File: src/pkg/bxa_regs.vh
/*
  Constants for the byte ALU and multiplier: register offsets, opcodes,
  flag positions, reset values and cycle counts.
  Assumes it is included by its bare name from the design file.
*/
`ifndef BXA_REGS_VH
`define BXA_REGS_VH

// ----------------------------------------
// Register byte offsets
// ----------------------------------------
`define BXA_OFS_CMD 8'h00
`define BXA_OFS_OPA 8'h04
`define BXA_OFS_OPB 8'h08
`define BXA_OFS_IMM 8'h0c
`define BXA_OFS_OPAH 8'h10
`define BXA_OFS_FLAGS 8'h14
`define BXA_OFS_PROD 8'h18
`define BXA_OFS_STAT 8'h1c

// ----------------------------------------
// Opcodes written to the command register
// ----------------------------------------
`define BXA_OP_ADD_REGS 5'h00
`define BXA_OP_ADD_CARRY 5'h01
`define BXA_OP_WORD_ADD_IMM 5'h02
`define BXA_OP_SUB_REGS 5'h03
`define BXA_OP_SUBTRACT_IMM 5'h04
`define BXA_OP_SUB_BORROW 5'h05
`define BXA_OP_SUB_BORROW_IMM 5'h06
`define BXA_OP_WORD_SUB_IMM 5'h07
`define BXA_OP_AND_REGS 5'h08
`define BXA_OP_LOGIC_AND_IMM 5'h09
`define BXA_OP_OR_REGS 5'h0a
`define BXA_OP_LOGIC_OR_IMM 5'h0b
`define BXA_OP_XOR_REGS 5'h0c
`define BXA_OP_BIT_SET_MASK 5'h0d
`define BXA_OP_BIT_CLEAR_MASK 5'h0e
`define BXA_OP_ZERO_SIGN_TEST 5'h0f
`define BXA_OP_PRODUCT_UNSIGNED 5'h10
`define BXA_OP_PRODUCT_SIGNED 5'h11
`define BXA_OP_PRODUCT_MIXED 5'h12
`define BXA_OP_FRAC_PRODUCT_UNSIGNED 5'h13
`define BXA_OP_FRAC_PRODUCT_SIGNED 5'h14
`define BXA_OP_FRAC_PRODUCT_MIXED 5'h15

// ----------------------------------------
// Flag bit positions and constants
// ----------------------------------------
`define BXA_FLG_C 0
`define BXA_FLG_Z 1
`define BXA_FLG_N 2
`define BXA_FLG_V 3
`define BXA_FLG_S 4
`define BXA_FLG_H 5
`define BXA_FLAGS_RST 6'h00
`define BXA_BYTE_RST 8'h00
`define BXA_FULL_MASK 8'hff
`define BXA_CYC_SHORT 1'b0
`define BXA_CYC_LONG 1'b1

`endif

File: src/rtl/bxa_alu.v
/*
  Byte ALU and 2-cycle multiplier with an AHB-Lite register slave.
  Assumes a single AHB-Lite master issuing single word transfers; hready
  is the bus ready fed back from this slave's hreadyout.
*/
`timescale 1ns/1ps
`include "bxa_regs.vh"

module bxa_alu #(
  parameter ADDR_W = 8,
  parameter WIMM_W = 6
) (
  input wire sys_clk,
  input wire rst_n,
  input wire hsel,
  input wire [ADDR_W-1:0] haddr,
  input wire [1:0] htrans,
  input wire hwrite,
  input wire [2:0] hsize,
  input wire [31:0] hwdata,
  input wire hready,
  output wire hreadyout,
  output wire hresp,
  output reg [31:0] hrdata,
  output wire [5:0] flags_out,
  output wire busy_out
);

  // ----------------------------------------
  // Bus and state registers
  // ----------------------------------------
  localparam ST_IDLE = 1'b0;
  localparam ST_RUN = 1'b1;

  reg wr_pend_reg;
  reg [7:0] waddr_reg;
  reg state_reg;
  reg step_reg;
  reg done_reg;
  reg [4:0] op_reg;
  reg [7:0] opa_reg;
  reg [7:0] opah_reg;
  reg [7:0] opb_reg;
  reg [7:0] imm_reg;
  reg [5:0] flags_reg;
  reg [15:0] prod_reg;

  wire addr_take;
  wire [7:0] raddr;
  wire start;
  reg [31:0] rdata_next;

  assign hreadyout = 1'b1;
  assign hresp = 1'b0;
  assign flags_out = flags_reg;
  assign busy_out = state_reg;
  assign addr_take = hsel & hready & htrans[1];
  assign raddr = haddr[7:0];
  assign start = wr_pend_reg & (waddr_reg == `BXA_OFS_CMD) & (state_reg == ST_IDLE);

  // ----------------------------------------
  // Datapath
  // ----------------------------------------
  reg [7:0] b_sel;
  reg cin;
  reg [8:0] sum9;
  reg [8:0] dif9;
  reg [15:0] word_in;
  reg [15:0] wimm;
  reg [16:0] wsum;
  reg [16:0] wdif;
  reg sgn_a;
  reg sgn_b;
  reg [17:0] mprod;
  reg [7:0] res8;
  reg [15:0] res16;
  reg [5:0] flags_next;
  reg [1:0] dest;
  reg need_long;

  always @* begin
    b_sel = opb_reg;
    cin = 1'b0;
    sgn_a = 1'b0;
    sgn_b = 1'b0;
    case (op_reg)
      `BXA_OP_SUBTRACT_IMM, `BXA_OP_SUB_BORROW_IMM, `BXA_OP_LOGIC_AND_IMM,
      `BXA_OP_LOGIC_OR_IMM, `BXA_OP_BIT_SET_MASK: begin
        b_sel = imm_reg;
      end
      `BXA_OP_BIT_CLEAR_MASK: begin
        b_sel = `BXA_FULL_MASK - imm_reg;
      end
      `BXA_OP_ZERO_SIGN_TEST: begin
        b_sel = opa_reg;
      end
      default: begin
        b_sel = opb_reg;
      end
    endcase
    if ((op_reg == `BXA_OP_ADD_CARRY) || (op_reg == `BXA_OP_SUB_BORROW) ||
        (op_reg == `BXA_OP_SUB_BORROW_IMM)) begin
      cin = flags_reg[`BXA_FLG_C];
    end
    if ((op_reg == `BXA_OP_PRODUCT_SIGNED) || (op_reg == `BXA_OP_FRAC_PRODUCT_SIGNED)) begin
      sgn_a = opa_reg[7];
      sgn_b = opb_reg[7];
    end
    if ((op_reg == `BXA_OP_PRODUCT_MIXED) || (op_reg == `BXA_OP_FRAC_PRODUCT_MIXED)) begin
      sgn_a = opa_reg[7];
    end
    sum9 = {1'b0, opa_reg} + {1'b0, b_sel} + {8'h00, cin};
    dif9 = {1'b0, opa_reg} - {1'b0, b_sel} - {8'h00, cin};
    word_in = {opah_reg, opa_reg};
    wimm = {{(16-WIMM_W){1'b0}}, imm_reg[WIMM_W-1:0]};
    wsum = {1'b0, word_in} + {1'b0, wimm};
    wdif = {1'b0, word_in} - {1'b0, wimm};
    mprod = $signed({{10{sgn_a}}, opa_reg}) * $signed({{10{sgn_b}}, opb_reg});
    res8 = opa_reg;
    res16 = word_in;
    flags_next = flags_reg;
    dest = 2'd3;
    need_long = `BXA_CYC_SHORT;
    case (op_reg)
      `BXA_OP_ADD_REGS, `BXA_OP_ADD_CARRY: begin
        res8 = sum9[7:0];
        dest = 2'd0;
        flags_next[`BXA_FLG_C] = sum9[8];
        flags_next[`BXA_FLG_H] = (opa_reg[3] & b_sel[3]) | (b_sel[3] & ~sum9[3]) | (~sum9[3] & opa_reg[3]);
        flags_next[`BXA_FLG_V] = (opa_reg[7] & b_sel[7] & ~sum9[7]) | (~opa_reg[7] & ~b_sel[7] & sum9[7]);
        flags_next[`BXA_FLG_N] = sum9[7];
        flags_next[`BXA_FLG_Z] = (sum9[7:0] == 8'h00);
      end
      `BXA_OP_SUB_REGS, `BXA_OP_SUBTRACT_IMM, `BXA_OP_SUB_BORROW, `BXA_OP_SUB_BORROW_IMM: begin
        res8 = dif9[7:0];
        dest = 2'd0;
        flags_next[`BXA_FLG_C] = dif9[8];
        flags_next[`BXA_FLG_H] = (~opa_reg[3] & b_sel[3]) | (b_sel[3] & dif9[3]) | (dif9[3] & ~opa_reg[3]);
        flags_next[`BXA_FLG_V] = (opa_reg[7] & ~b_sel[7] & ~dif9[7]) | (~opa_reg[7] & b_sel[7] & dif9[7]);
        flags_next[`BXA_FLG_N] = dif9[7];
        flags_next[`BXA_FLG_Z] = (dif9[7:0] == 8'h00);
      end
      `BXA_OP_WORD_ADD_IMM: begin
        res16 = wsum[15:0];
        dest = 2'd1;
        need_long = `BXA_CYC_LONG;
        flags_next[`BXA_FLG_C] = ~wsum[15] & word_in[15];
        flags_next[`BXA_FLG_V] = ~word_in[15] & wsum[15];
        flags_next[`BXA_FLG_N] = wsum[15];
        flags_next[`BXA_FLG_S] = wsum[15] ^ (~word_in[15] & wsum[15]);
        flags_next[`BXA_FLG_Z] = (wsum[15:0] == 16'h0000);
      end
      `BXA_OP_WORD_SUB_IMM: begin
        res16 = wdif[15:0];
        dest = 2'd1;
        need_long = `BXA_CYC_LONG;
        flags_next[`BXA_FLG_C] = wdif[15] & ~word_in[15];
        flags_next[`BXA_FLG_V] = word_in[15] & ~wdif[15];
        flags_next[`BXA_FLG_N] = wdif[15];
        flags_next[`BXA_FLG_S] = wdif[15] ^ (word_in[15] & ~wdif[15]);
        flags_next[`BXA_FLG_Z] = (wdif[15:0] == 16'h0000);
      end
      `BXA_OP_AND_REGS, `BXA_OP_LOGIC_AND_IMM, `BXA_OP_BIT_CLEAR_MASK, `BXA_OP_ZERO_SIGN_TEST: begin
        res8 = opa_reg & b_sel;
        dest = 2'd0;
        flags_next[`BXA_FLG_V] = 1'b0;
        flags_next[`BXA_FLG_N] = res8[7];
        flags_next[`BXA_FLG_Z] = (res8 == 8'h00);
      end
      `BXA_OP_OR_REGS, `BXA_OP_LOGIC_OR_IMM, `BXA_OP_BIT_SET_MASK: begin
        res8 = opa_reg | b_sel;
        dest = 2'd0;
        flags_next[`BXA_FLG_V] = 1'b0;
        flags_next[`BXA_FLG_N] = res8[7];
        flags_next[`BXA_FLG_Z] = (res8 == 8'h00);
      end
      `BXA_OP_XOR_REGS: begin
        res8 = opa_reg ^ b_sel;
        dest = 2'd0;
        flags_next[`BXA_FLG_V] = 1'b0;
        flags_next[`BXA_FLG_N] = res8[7];
        flags_next[`BXA_FLG_Z] = (res8 == 8'h00);
      end
      `BXA_OP_PRODUCT_UNSIGNED, `BXA_OP_PRODUCT_SIGNED, `BXA_OP_PRODUCT_MIXED: begin
        res16 = mprod[15:0];
        dest = 2'd2;
        need_long = `BXA_CYC_LONG;
        flags_next[`BXA_FLG_C] = mprod[15];
        flags_next[`BXA_FLG_Z] = (mprod[15:0] == 16'h0000);
      end
      `BXA_OP_FRAC_PRODUCT_UNSIGNED, `BXA_OP_FRAC_PRODUCT_SIGNED, `BXA_OP_FRAC_PRODUCT_MIXED: begin
        res16 = {mprod[14:0], 1'b0};
        dest = 2'd2;
        need_long = `BXA_CYC_LONG;
        flags_next[`BXA_FLG_C] = mprod[15];
        flags_next[`BXA_FLG_Z] = (mprod[14:0] == 15'h0000);
      end
      default: begin
        dest = 2'd3;
      end
    endcase
  end

  // ----------------------------------------
  // Read data mux
  // ----------------------------------------
  always @* begin
    rdata_next = 32'h00000000;
    case (raddr)
      `BXA_OFS_CMD: begin
        rdata_next = {27'h0, op_reg};
      end
      `BXA_OFS_OPA: begin
        rdata_next = {24'h000000, opa_reg};
      end
      `BXA_OFS_OPB: begin
        rdata_next = {24'h000000, opb_reg};
      end
      `BXA_OFS_IMM: begin
        rdata_next = {24'h000000, imm_reg};
      end
      `BXA_OFS_OPAH: begin
        rdata_next = {24'h000000, opah_reg};
      end
      `BXA_OFS_FLAGS: begin
        rdata_next = {26'h0, flags_reg};
      end
      `BXA_OFS_PROD: begin
        rdata_next = {16'h0000, prod_reg};
      end
      `BXA_OFS_STAT: begin
        rdata_next = {30'h0, done_reg, state_reg};
      end
      default: begin
        rdata_next = 32'h00000000;
      end
    endcase
  end

  // ----------------------------------------
  // Bus slave and sequencing
  // ----------------------------------------
  always @(posedge sys_clk) begin
    if (!rst_n) begin
      wr_pend_reg <= 1'b0;
      waddr_reg <= `BXA_BYTE_RST;
      hrdata <= 32'h00000000;
      state_reg <= ST_IDLE;
      step_reg <= 1'b0;
      done_reg <= 1'b0;
      op_reg <= 5'h00;
      opa_reg <= `BXA_BYTE_RST;
      opah_reg <= `BXA_BYTE_RST;
      opb_reg <= `BXA_BYTE_RST;
      imm_reg <= `BXA_BYTE_RST;
      flags_reg <= `BXA_FLAGS_RST;
      prod_reg <= 16'h0000;
    end else begin
      wr_pend_reg <= addr_take & hwrite;
      if (addr_take) begin
        waddr_reg <= raddr;
      end
      if (addr_take & ~hwrite) begin
        hrdata <= rdata_next;
      end
      if (wr_pend_reg && (state_reg == ST_IDLE)) begin
        case (waddr_reg)
          `BXA_OFS_OPA: opa_reg <= hwdata[7:0];
          `BXA_OFS_OPB: opb_reg <= hwdata[7:0];
          `BXA_OFS_IMM: imm_reg <= hwdata[7:0];
          `BXA_OFS_OPAH: opah_reg <= hwdata[7:0];
          `BXA_OFS_FLAGS: flags_reg <= hwdata[5:0];
          default: ;
        endcase
      end
      if (start) begin
        op_reg <= hwdata[4:0];
        state_reg <= ST_RUN;
        step_reg <= 1'b0;
        done_reg <= 1'b0;
      end else if (state_reg == ST_RUN) begin
        if (step_reg == need_long) begin
          state_reg <= ST_IDLE;
          done_reg <= 1'b1;
          flags_reg <= flags_next;
          if (dest == 2'd0) begin
            opa_reg <= res8;
          end
          if (dest == 2'd1) begin
            opa_reg <= res16[7:0];
            opah_reg <= res16[15:8];
          end
          if (dest == 2'd2) begin
            prod_reg <= res16;
          end
        end else begin
          step_reg <= 1'b1;
        end
      end
    end
  end

endmodule

File: config.mk
export PLATFORM = sky130hd
export DESIGN_NAME = bxa_alu
export DESIGN_NICKNAME = d
export VERILOG_FILES = /design/src/rtl/bxa_alu.v
export VERILOG_INCLUDE_DIRS = /design/src /design/src/pkg
export SDC_FILE = /design/constraint.sdc
export NUM_CORES = 1
export LEC_CHECK = 0
export BUFFER_PORTS_ARGS = -buffer_cell sky130_fd_sc_hd__buf_4
export CORE_UTILIZATION = 35
export CTS_CLUSTER_DIAMETER = 30
export DETAILED_ROUTE_END_ITERATION = 10
export PLACE_DENSITY_LB_ADDON = 0.2
export SLEW_MARGIN = 20
export SYNTH_ARGS = -nofsm -noshare
export SYNTH_HDL_FRONTEND = slang
export SYNTH_SLANG_ARGS = --single-unit
File: constraint.sdc
create_clock -name sys_clk -period 13.65 [get_ports sys_clk]
set_clock_uncertainty 0.15 [all_clocks]
set_input_delay 1.365 -clock sys_clk [delete_from_list [all_inputs] [get_ports sys_clk]]
set_output_delay 1.365 -clock sys_clk [all_outputs]
set_load 0.005 [all_outputs]
[Word-level counts from Yosys, hierarchy flattened]
Cells that the tools add are included.
Operators by class
  shift operators: 0
  div/mod/pow operators: 0
  reductions and logical operators: 35
  bitwise operators: 49
  multiplexer cells: 36
  multiply operators: 1
  magnitude comparators: 0
  eq/ne operators: 42
  add/sub/neg operators: 7
Operator list (number)
  16-bit one-hot mux with 8 select lines: 1
  8-bit 2-to-1 mux: 13
  16-bit one-hot mux with 4 select lines: 1
  8-bit zero test: 7
  8-bit by 5-bit == test with 1-bit output, second input constant: 6
  16-bit zero test: 3
  5-bit by 4-bit == test with 1-bit output, second input constant: 8
  8-bit one-hot mux with 5 select lines: 1
  8-bit by 4-bit == test with 1-bit output, second input constant: 4
  5-bit == test, second input constant: 6
  6-bit 2-to-1 mux: 5
  1-bit AND: 24
  8-bit one-hot mux with 3 select lines: 1
  5-bit by 3-bit == test with 1-bit output, second input constant: 4
  16-bit by 6-bit adder with 16-bit output: 1
  8-bit by 3-bit == test with 1-bit output, second input constant: 2
  9-bit by 9-bit multiplier with 16-bit output: 1
  16-bit by 6-bit subtractor with 16-bit output: 1
  15-bit zero test: 1
  1-bit inverter: 14
  2-bit one-hot mux with 7 select lines: 1
  14-bit OR reduction: 1
  12-bit by 3-bit inequality test with 1-bit output, second input constant: 1
  5-bit by 2-bit == test with 1-bit output, second input constant: 2
  other kinds (35): 61
Word-level totals
  memories: 0
  flip-flop bits (word level): 103
  memory bits (writable): 0
  bits in read-only memories: 0
  output and inout port bits: 41
  logic and storage cells: 187
  bits in latches: 0
  input bits: 50

[Depth between registers and ports, before layout]
Gate-level depths: netlist (run 1).
  word-level depth: 13
  depth in mapped cells: 22

[Worst setup path before layout (run 1)]
Ideal clock, no wire load.
  path kind: register to register
  start point: register op_reg[3]
  end point: register flags_reg[1] (netlist: flags_out[1])
  setup slack: 7969 ps
  arrival time: 5461 ps
  cell stages (with the launch flop): 21
  setup time: 70 ps
  clock period less this slack: 5681 ps
  path through: dfxtp_1 -> buf_4 -> nand2b_1 -> nor4b_4 -> nand2_1 -> fa_1 -> fa_1 -> inv_1 -> fa_1 -> fa_1 -> inv_1 -> fa_1 -> inv_1 -> ha_1 -> o21ai_0 -> or3b_2 -> a211oi_1 -> nand3_1 -> nor4b_1 -> a211oi_1 -> a21oi_1
On the way
  word-level cells in the longest chain between the ends: 10
RTL lines
  start: declaration: line bxa_alu.v:40  | reg [4:0] op_reg;
  start signal: assignment: line bxa_alu.v:277  | op_reg <= hwdata[4:0];
  5-bit == test (tied with other cells): line bxa_alu.v:124  | case (op_reg)
  1-bit logical OR (tied with other cells): line bxa_alu.v:105  | if ((op_reg == `BXA_OP_PRODUCT_SIGNED) || (op_reg == `BXA_OP_FRAC_PRODUCT_SIGNED)) begin
  1-bit 2-to-1 mux (tied with other cells): line bxa_alu.v:105
  1-bit 2-to-1 mux (tied with other cells): line bxa_alu.v:109  | if ((op_reg == `BXA_OP_PRODUCT_MIXED) || (op_reg == `BXA_OP_FRAC_PRODUCT_MIXED)) begin
  9-bit by 9-bit multiplier with 16-bit output (tied with other cells): line bxa_alu.v:118  | mprod = $signed({{10{sgn_a}}, opa_reg}) * $signed({{10{sgn_b}}, opb_reg});
  16-bit zero test (tied with other cells): line bxa_alu.v:189  | flags_next[`BXA_FLG_Z] = (mprod[15:0] == 16'h0000);
  1-bit one-hot mux with 9 select lines: line bxa_alu.v:124
  6-bit 2-to-1 mux: line bxa_alu.v:282  | if (step_reg == need_long) begin
  6-bit 2-to-1 mux: line bxa_alu.v:281  | end else if (state_reg == ST_RUN) begin
  6-bit 2-to-1 mux: line bxa_alu.v:276  | if (start) begin
  end signal: assignment: line bxa_alu.v:256  | flags_reg <= `BXA_FLAGS_RST;
  end signal: assignment: line bxa_alu.v:272  | `BXA_OFS_FLAGS: flags_reg <= hwdata[5:0];
  end signal: assignment: line bxa_alu.v:285  | flags_reg <= flags_next;
  end: declaration: line bxa_alu.v:45  | reg [5:0] flags_reg;
Parallel ways exist; a longest one is shown, timed or not.
A chain may end at the register's enable or synchronous reset.

[Final worst setup path (run 1)]
  start point: register opa_reg[7]
  end point: register flags_reg[1] (netlist: flags_out[1])
On the way
  word-level cells in the longest chain between the ends: 8
RTL lines
  start: declaration: line bxa_alu.v:41  | reg [7:0] opa_reg;
  start signal: assignment: line bxa_alu.v:252  | opa_reg <= `BXA_BYTE_RST;
  start signal: assignment: line bxa_alu.v:268  | `BXA_OFS_OPA: opa_reg <= hwdata[7:0];
  start signal: assignment: line bxa_alu.v:287  | opa_reg <= res8;
  1-bit 2-to-1 mux / 8-bit one-hot mux with 3 select lines (equally long branches): line bxa_alu.v:105, bxa_alu.v:86
  1-bit 2-to-1 mux (tied with other cells): line bxa_alu.v:109
  9-bit by 9-bit multiplier with 16-bit output (tied with other cells): line bxa_alu.v:118
  16-bit zero test (tied with other cells): line bxa_alu.v:189
  1-bit one-hot mux with 9 select lines *: line bxa_alu.v:124
  6-bit 2-to-1 mux *: line bxa_alu.v:282
  6-bit 2-to-1 mux *: line bxa_alu.v:281
  6-bit 2-to-1 mux *: line bxa_alu.v:276
Mark *: on every way between the ends. The rest lies on a longest branch, timed or not.

==> reports/qor.csv, run 1 <==
stage,metric,value,unit
setup_path,crit_top_cell,fa_1,
synth,synth_edf_count,0,
final_layout,drive_above_1_share,8.32,%
global_routing,grt_pass1_vias,9315,
floorplan,die_h,175,um
setup_path,critical_path.slowest_cell,nor4b_4,
power_and_ir_drop,power_density,51.3,nW/um2
sta,setup_ws,6620,ps
power_and_ir_drop,p_sw_share,24.4,%
setup_path,path_cells,"buf_4, inv_1, nor4b_4, nand2_1, fa_1, fa_1, inv_1, fa_1, fa_1, inv_1, fa_1, inv_1, ha_1, o21a_1, o31a_1, nor2_1, o31ai_1, xnor2_1, o21ai_1, a211oi_1, a21oi_1",
global_routing,grtUsageTotal,23.7,%
setup_path,cp_data_arrival_time,7100,ps
clock_network,cts_tree,built,
synth,synthCells,1326,
detailed_routing,num_vias,9718,
sta,max_freq,142,MHz
clock_network,postCtsHoldBufs,0,
clock_network,path_clk_slew,60,ps
synth,ys_ff_latch,87,
power_and_ir_drop,switchingPower,0.000142,W
power_and_ir_drop,pwr-share-seq,44.2,%
clock_network,cts_buffers,9,
clock_network,root_buffer,clkbuf_16,
synth,yosysMostFrequentCell,nand2_1,
placement,gp_congestion,0.939,
worst_hold_path,hp-class,reg -> reg,
clock_network,cts.sinks,87,
setup_path,cp-end-kind,flop,
global_routing,grt_max_degree,89,
detailed_routing,drt_iter0_drc,992,
sta,maxSlewHeadroom,25.5,%
floorplan,rows,63,
detailed_routing,drc,0,
setup_path,crit_path_max_fanout,26,
setup_path,path_delay_family,adder cells,
synth,synth_cell_types,83,
power_and_ir_drop,pwr-share-comb,9.0,%
global_routing,antenna_found_initial,0,
sta,setup_viol,0,
flow_run,max_cap_violations,0,
clock_network,htree_levels,3,
final_layout,layout.nets,1519,
detailed_routing,final_antenna_net_count,0,
power_and_ir_drop,ir_drop,60.0,uV
synth,synthArstFlopShare,0,%
detailed_routing,wl,36.0,mm
floorplan,fp.dieArea,30700,um2
floorplan,initial_utilization,35.5,%
placement,preCtsSetupSlack,6780,ps
clock_network,cts_buffer_depth,2,
detailed_routing,wire_per_inst,21.0,um
power_and_ir_drop,leakagePower,4.87,nW
final_layout,syn_to_final_growth,8.32,%
final_layout,regArea,1740,um2
synth,ys_warn_count,0,
power_and_ir_drop,clock_power_share,46.7,%
placement,portBuffers,44,
setup_path,crit_path_max_incr_delay,710,ps
final_layout,fill_cells,3095,
global_routing,grt_pass1_wl,55.6,mm
global_routing,overflow,0,
sta,finalCritPeriodShare,51.5,%
sta,tightest_slew,1110,ps
setup_path,cp_num_buf_inv,5,
clock_network,cts_resized,0,
setup_path,crit_type,reg -> reg,
placement,dp_hpwl,27.3,mm
floorplan,die_x,175,um
final_layout,n_antenna_cell,0,
outcome,status,"complete, no violations",
clock_network,clock_latency,340,ps
sta,whs,308,ps
synth,ys_seq_area_share,16.6,%
setup_path,required,13720,ps
detailed_routing,first_pass_iters,5,
synth,syn-mean-instance-area,7.92,um2
synth,synth_commonest_cells,"nand2_1 (137), inv_1 (133), dfxtp_1 (87)",
setup_path,critPathLaunchType,flop,
detailed_routing,vias_per_cell,5.68,
sta,period_needed,7030,ps
floorplan,core,29600,um2
synth,synth_top_area_cell,dfxtp_1,
sta,slew_violations,0,
synth,syn_area,10500,um2
final_layout,multiInputGateArea,7840,um2
synth,synth_ff_type,dfxtp_1,
sta,hold_viol,0,
sta,fin_tns_setup,0,ps
synth,yosys-top-cells-area,"dfxtp_1 (17%), fa_1 (13%), ha_1 (9.8%)",
power_and_ir_drop,internal_power,0.000441,W
sta,rsz0062_at_grt,false,
floorplan,ios,91,
synth,synth_top_area_share,16.6,%
clock_network,post-cts-setup-buffer-count,0,
final timing paths:
check	depth (start not counted)	slack [ps]	endpoint	from
worst max-delay path	21	6620	flags_out[1]	opa_reg[7]
worst min-delay path	2	310	hrdata[0]	hrdata[0]
worst max register to register	21	6620	flags_out[1]	opa_reg[7]
worst min register to register	2	310	hrdata[0]	hrdata[0]
power groups by stage:
stage / registers (W) / clock network [W] / logic, W
finish: 0.000258 / 0.000273 / 0.0000528
floorplan: 0.000263 / 0 / 0.0000347
detailed placement: 0.000264 / 0 / 0.0000512
CTS: 0.000258 / 0.000278 / 0.0000514
global route: 0.000258 / 0.000286 / 0.0000567
global placement: 0.000264 / 0 / 0.0000513
cell families (layout without fill, tap and decap cells):
family,after synthesis,count (layout),synth area share (%)
AND/OR/NAND/NOR,435,435,21.1
AO/OA/AOI/OAI,329,329,21.6
buffers and inverters,232,212,9.43
adder cells (fa/ha/maj),152,152,23.1
flip-flops,87,87,16.6
XOR/XNOR,48,48,4.08
multiplexers,41,41,4.03
other,2,18,0.0715
tightest hold or removal path, cell delays in order, from the launching register on:
cell and delay, ps:
dfxtp_1 310, nand2_1 50, a21boi_1 50
per-stage QoR:
| stage | instance area, um2 | total power (W) | instances | utilization [%] |
|---|---|---|---|---|
| 3_5_place_dp | 11000 | 0.000315 | 1696 | 37.3 |
| 2_1_floorplan | 10600 | 0.000298 | 1342 | - |
| 3_3_place_gp | 11000 | 0.000315 | 1696 | 37.3 |
| 5_1_grt | 11400 | 0.000601 | 1712 | 38.5 |
| 4_1_cts | 11400 | 0.000587 | 1712 | 38.4 |
| 6_report | 11400 | 0.000584 | 1712 | 38.5 |
layer usage:
metal	routed length, um	GRT usage (%)
met2	16000	36.5
met1	16500	33.7
met5	0	0
met3	2370	3.81
met4	1150	7.57
final cells by class:
class | instances | area share, %
multi-input combinational | 1023 | 69.0
inverter | 134 | 4.42
clock inverter | 6 | 0.814
sequential | 87 | 15.3
tap | 390 | 4.29
clock buffer | 10 | 2.10
timing repair buffer | 62 | 4.09
cell usage in the layout, fill, tap and decap left out, types with 12 or more instances in the layout:
| cell | n |
|---|---|
| xor2_1 | 14 |
| a211oi_1 | 15 |
| xnor2_1 | 33 |
| nor3_1 | 21 |
| nand2b_1 | 15 |
| inv_1 | 133 |
| buf_4 | 62 |
| a221oi_1 | 17 |
| nand2_1 | 137 |
| ha_1 | 82 |
| a21oi_1 | 68 |
| a22oi_1 | 12 |
| a21boi_0 | 17 |
| nor2_1 | 76 |
| o221ai_1 | 15 |
| nor2b_1 | 38 |
| o21ai_0 | 60 |
| fa_1 | 70 |
| mux2i_1 | 31 |
| conb_1 | 18 |
| nand3_1 | 30 |
| dfxtp_1 | 87 |
| and2_1 | 43 |
No activity file was read; power rests on OpenSTA's default activity.
==> inputs of run 2 (changes only) <==
==> constraint.sdc (replaced) <==
create_clock -name sys_clk -period 5.7 [get_ports sys_clk]
set_clock_uncertainty 0.15 [all_clocks]
set_input_delay 0.57 -clock sys_clk [delete_from_list [all_inputs] [get_ports sys_clk]]
set_output_delay 0.57 -clock sys_clk [all_outputs]
set_load 0.005 [all_outputs]
==> run 2 against run 1 <==
Effect of this change: sequential share of layout area decreased by 1.1 points; core utilization increased by 3.3 points; sequential power increased by 140%; clock power increased to 2.5 times the previous value.
==> reports/qor.csv, run 2 (synthesized netlist as in run 1, its figures left out) <==
stage,metric,value,unit,change
detailed_routing,vias_per_cell,5.65,,was 5.68
final_layout,final_cell_mix,"buf_4 (140), nand2_1 (134), inv_1 (129), dfxtp_1 (82), ha_1 (74)",,"was nand2_1 (137), inv_1 (133), dfxtp_1 (87), ha_1 (82), nor2_1 (76)"
placement,gp_congestion,0.958,,was 0.939
sta,finalCritPeriodShare,99.4,%,was 51.5%
clock_network,cts.sinks,87,,unchanged
sta,hold_viol,0,,unchanged
detailed_routing,first_pass_iters,6,,was 5
detailed_routing,drc,0,,unchanged
final_layout,multiInputGateArea,8180,um2,was 7840 um2
setup_path,crit_top_cell,buf_4,,was fa_1
final_layout,fin_util,41.8,%,was 38.5%
sta,setup_viol,0,,unchanged
final_layout,layout.nets,1602,,"was 1,519"
power_and_ir_drop,power_density,117,nW/um2,was 51.3 nW/um2
power_and_ir_drop,leakagePower,5.39,nW,was 4.87 nW
power_and_ir_drop,pwr-share-comb,9.4,%,was 9.0%
power_and_ir_drop,ir_drop,170,uV,was 60.0 uV
clock_network,path_clk_slew,80,ps,was 60 ps
flow_run,max_cap_violations,0,,unchanged
placement,dp_hpwl,29.4,mm,was 27.3 mm
setup_path,crit_path_max_fanout,4,,was 26
setup_path,worstSetupStartpoint,op_reg[2],,was opa_reg[7]
final_layout,n_antenna_cell,0,,unchanged
floorplan,rows,63,,unchanged
sta,maxSlewHeadroom,21.0,%,was 25.5%
power_and_ir_drop,internal_power,0.00105,W,was 0.000441 W
setup_path,critPathLaunchType,flop,,unchanged
setup_path,crit_path_max_incr_delay,550,ps,was 710 ps
floorplan,die_x,175,um,unchanged
detailed_routing,final_antenna_net_count,0,,unchanged
clock_network,cts_tree,built,,unchanged
final_layout,regArea,1750,um2,was 1740 um2
detailed_routing,num_vias,10100,,"was 9,718"
sta,fin_tns_setup,0,ps,unchanged
setup_path,critical_path.slowest_cell,fa_1,,was nor4b_4
final_layout,drive_above_1_share,17.5,%,was 8.32%
floorplan,die_h,175,um,unchanged
global_routing,grtUsageTotal,25.0,%,was 23.7%
floorplan,fp.dieArea,30700,um2,unchanged
global_routing,grt_max_degree,89,,unchanged
setup_path,path_cells,"nor3_1, buf_4, nor4b_4, buf_6, nand2_2, buf_4, fa_2, buf_4, fa_1, inv_1, fa_1, fa_1, ha_4, ha_4, or3_4, a21oi_2, a21oi_1, xnor2_1, buf_4, o211ai_1, a21oi_1, a211oi_1",,"was buf_4, inv_1, nor4b_4, nand2_1, fa_1, fa_1, inv_1, fa_1, fa_1, inv_1, fa_1, inv_1, ha_1, o21a_1, o31a_1, nor2_1, o31ai_1, xnor2_1, o21ai_1, a211oi_1, a21oi_1"
clock_network,cts_buffers,9,,unchanged
clock_network,root_buffer,clkbuf_16,,unchanged
sta,setup_ws,35.7,ps,was 6620 ps
placement,dp.cells,1771,,"was 1,696"
final_layout,fill_cells,3015,,"was 3,095"
sta,tightest_slew,1180,ps,was 1110 ps
final_layout,syn_to_final_growth,17.6,%,was 8.32%
global_routing,antenna_found_initial,0,,unchanged
placement,portBuffers,44,,unchanged
setup_path,cp-end-kind,flop,,unchanged
global_routing,grt_pass1_vias,9643,,"was 9,315"
clock_network,cts_buffer_depth,2,,unchanged
detailed_routing,wl_met3,2.78,mm,was 2.37 mm
clock_network,htree_levels,3,,unchanged
detailed_routing,dr_wl_met2,16.7,mm,was 16.0 mm
detailed_routing,wire_per_inst,21.1,um,was 21.0 um
setup_path,required,5780,ps,"was 13,720 ps"
sta,rsz0062_at_grt,true,,was false
clock_network,postCtsHoldBufs,0,,unchanged
power_and_ir_drop,p_sw_share,27.2,%,was 24.4%
global_routing,overflow,0,,unchanged
global_routing,grt_pass1_wl,58.7,mm,was 55.6 mm
placement,dpl_cell_area,11600,um2,"was 11,000 um2"
power_and_ir_drop,clock_power_share,47.9,%,was 46.7%
final_layout,fin_area,12400,um2,"was 11,400 um2"
power_and_ir_drop,switchingPower,0.000393,W,was 0.000142 W
worst_hold_path,hp-class,reg -> reg,,unchanged
floorplan,core,29600,um2,unchanged
worst_hold_path,hp-start,hrdata[0],,unchanged
sta,period_needed,5660,ps,was 7030 ps
final_layout,final_common_cell,buf_4,,was nand2_1
detailed_routing,drt_iter0_drc,1051,,was 992
placement,preCtsSetupSlack,-233,ps,was 6780 ps
outcome,status,"complete, no violations",,unchanged
setup_path,rr_startpoint,op_reg[2],,was opa_reg[7]
detailed_routing,wl,37.9,mm,was 36.0 mm
sta,slew_violations,0,,unchanged
final_layout,final_cells,1795,,"was 1,712"
floorplan,initial_utilization,35.5,%,unchanged
clock_network,clock_latency,360,ps,was 340 ps
sta,max_freq,177,MHz,was 142 MHz
setup_path,path_delay_family,adder cells,,unchanged
floorplan,ios,91,,unchanged
power_and_ir_drop,pwr-share-seq,42.7,%,was 44.2%
detailed_routing,top_layer_used,met4,,unchanged
setup_path,cp_num_buf_inv,6,,was 5
setup_path,cp_data_arrival_time,5740,ps,was 7100 ps
setup_path,crit_type,reg -> reg,,unchanged
detailed_routing,m1WireLength,17.1,mm,was 16.5 mm
==> run 2: metrics by stage <==
step	total power (W)	hold WS, ps
final	0.00145	309
after global routing	0.00149	326
after CTS	0.00145	311
after detailed placement	0.000763	298
after global placement	0.000763	293
after floorplan	0.000713	287
==> run 2: power groups by stage <==
| stage | clock [W] | combinational, W | sequential (W) |
|---|---|---|---|
| after global routing | 0.000725 | 0.000145 | 0.000618 |
| after CTS | 0.000705 | 0.000132 | 0.000618 |
| after detailed placement | 0 | 0.000131 | 0.000632 |
| after floorplan | 0 | 0.0000830 | 0.000630 |
| final | 0.000693 | 0.000136 | 0.000618 |
| after global placement | 0 | 0.000131 | 0.000632 |
==> run 2: tightest hold or removal path: stages, from the launching register on <==
cell and delay, ps:
dfxtp_1 320, nand2_1 50, a21boi_1 50
==> run 2: path summary, 6_finish.rpt <==
kind | endpoint | slack [ps] | cells past startpoint
max | opah_reg[4] | 40 | 22
min | hrdata[0] | 310 | 2
max reg2reg | opah_reg[4] | 40 | 22
min reg2reg | hrdata[0] | 310 | 2
==> run 2: timing repair <==
item	4_1_cts	5_1_grt
pin swaps	13	37
setup endpoints to repair	17	18
resized for setup	27	44
buffers inserted	7	1
==> run 2: cell type report <==
class / instances / area share [%]
Sequential cell: 87 / 14.2
Inverter: 134 / 4.07
Multi-Input combinational cell: 1023 / 66.2
Tap cell: 390 / 3.95
Clock buffer: 9 / 1.82
Clock inverter: 7 / 0.831
Timing Repair Buffer: 145 / 8.96
==> run 2: layer usage <==
layer / global-route usage, % / up-vias
met3: 4.07 / 75
met1: 35.4 / 4903
li1: - / 4740
met4: 8.44 / 0
met5: 0 / -
met2: 38.2 / 421
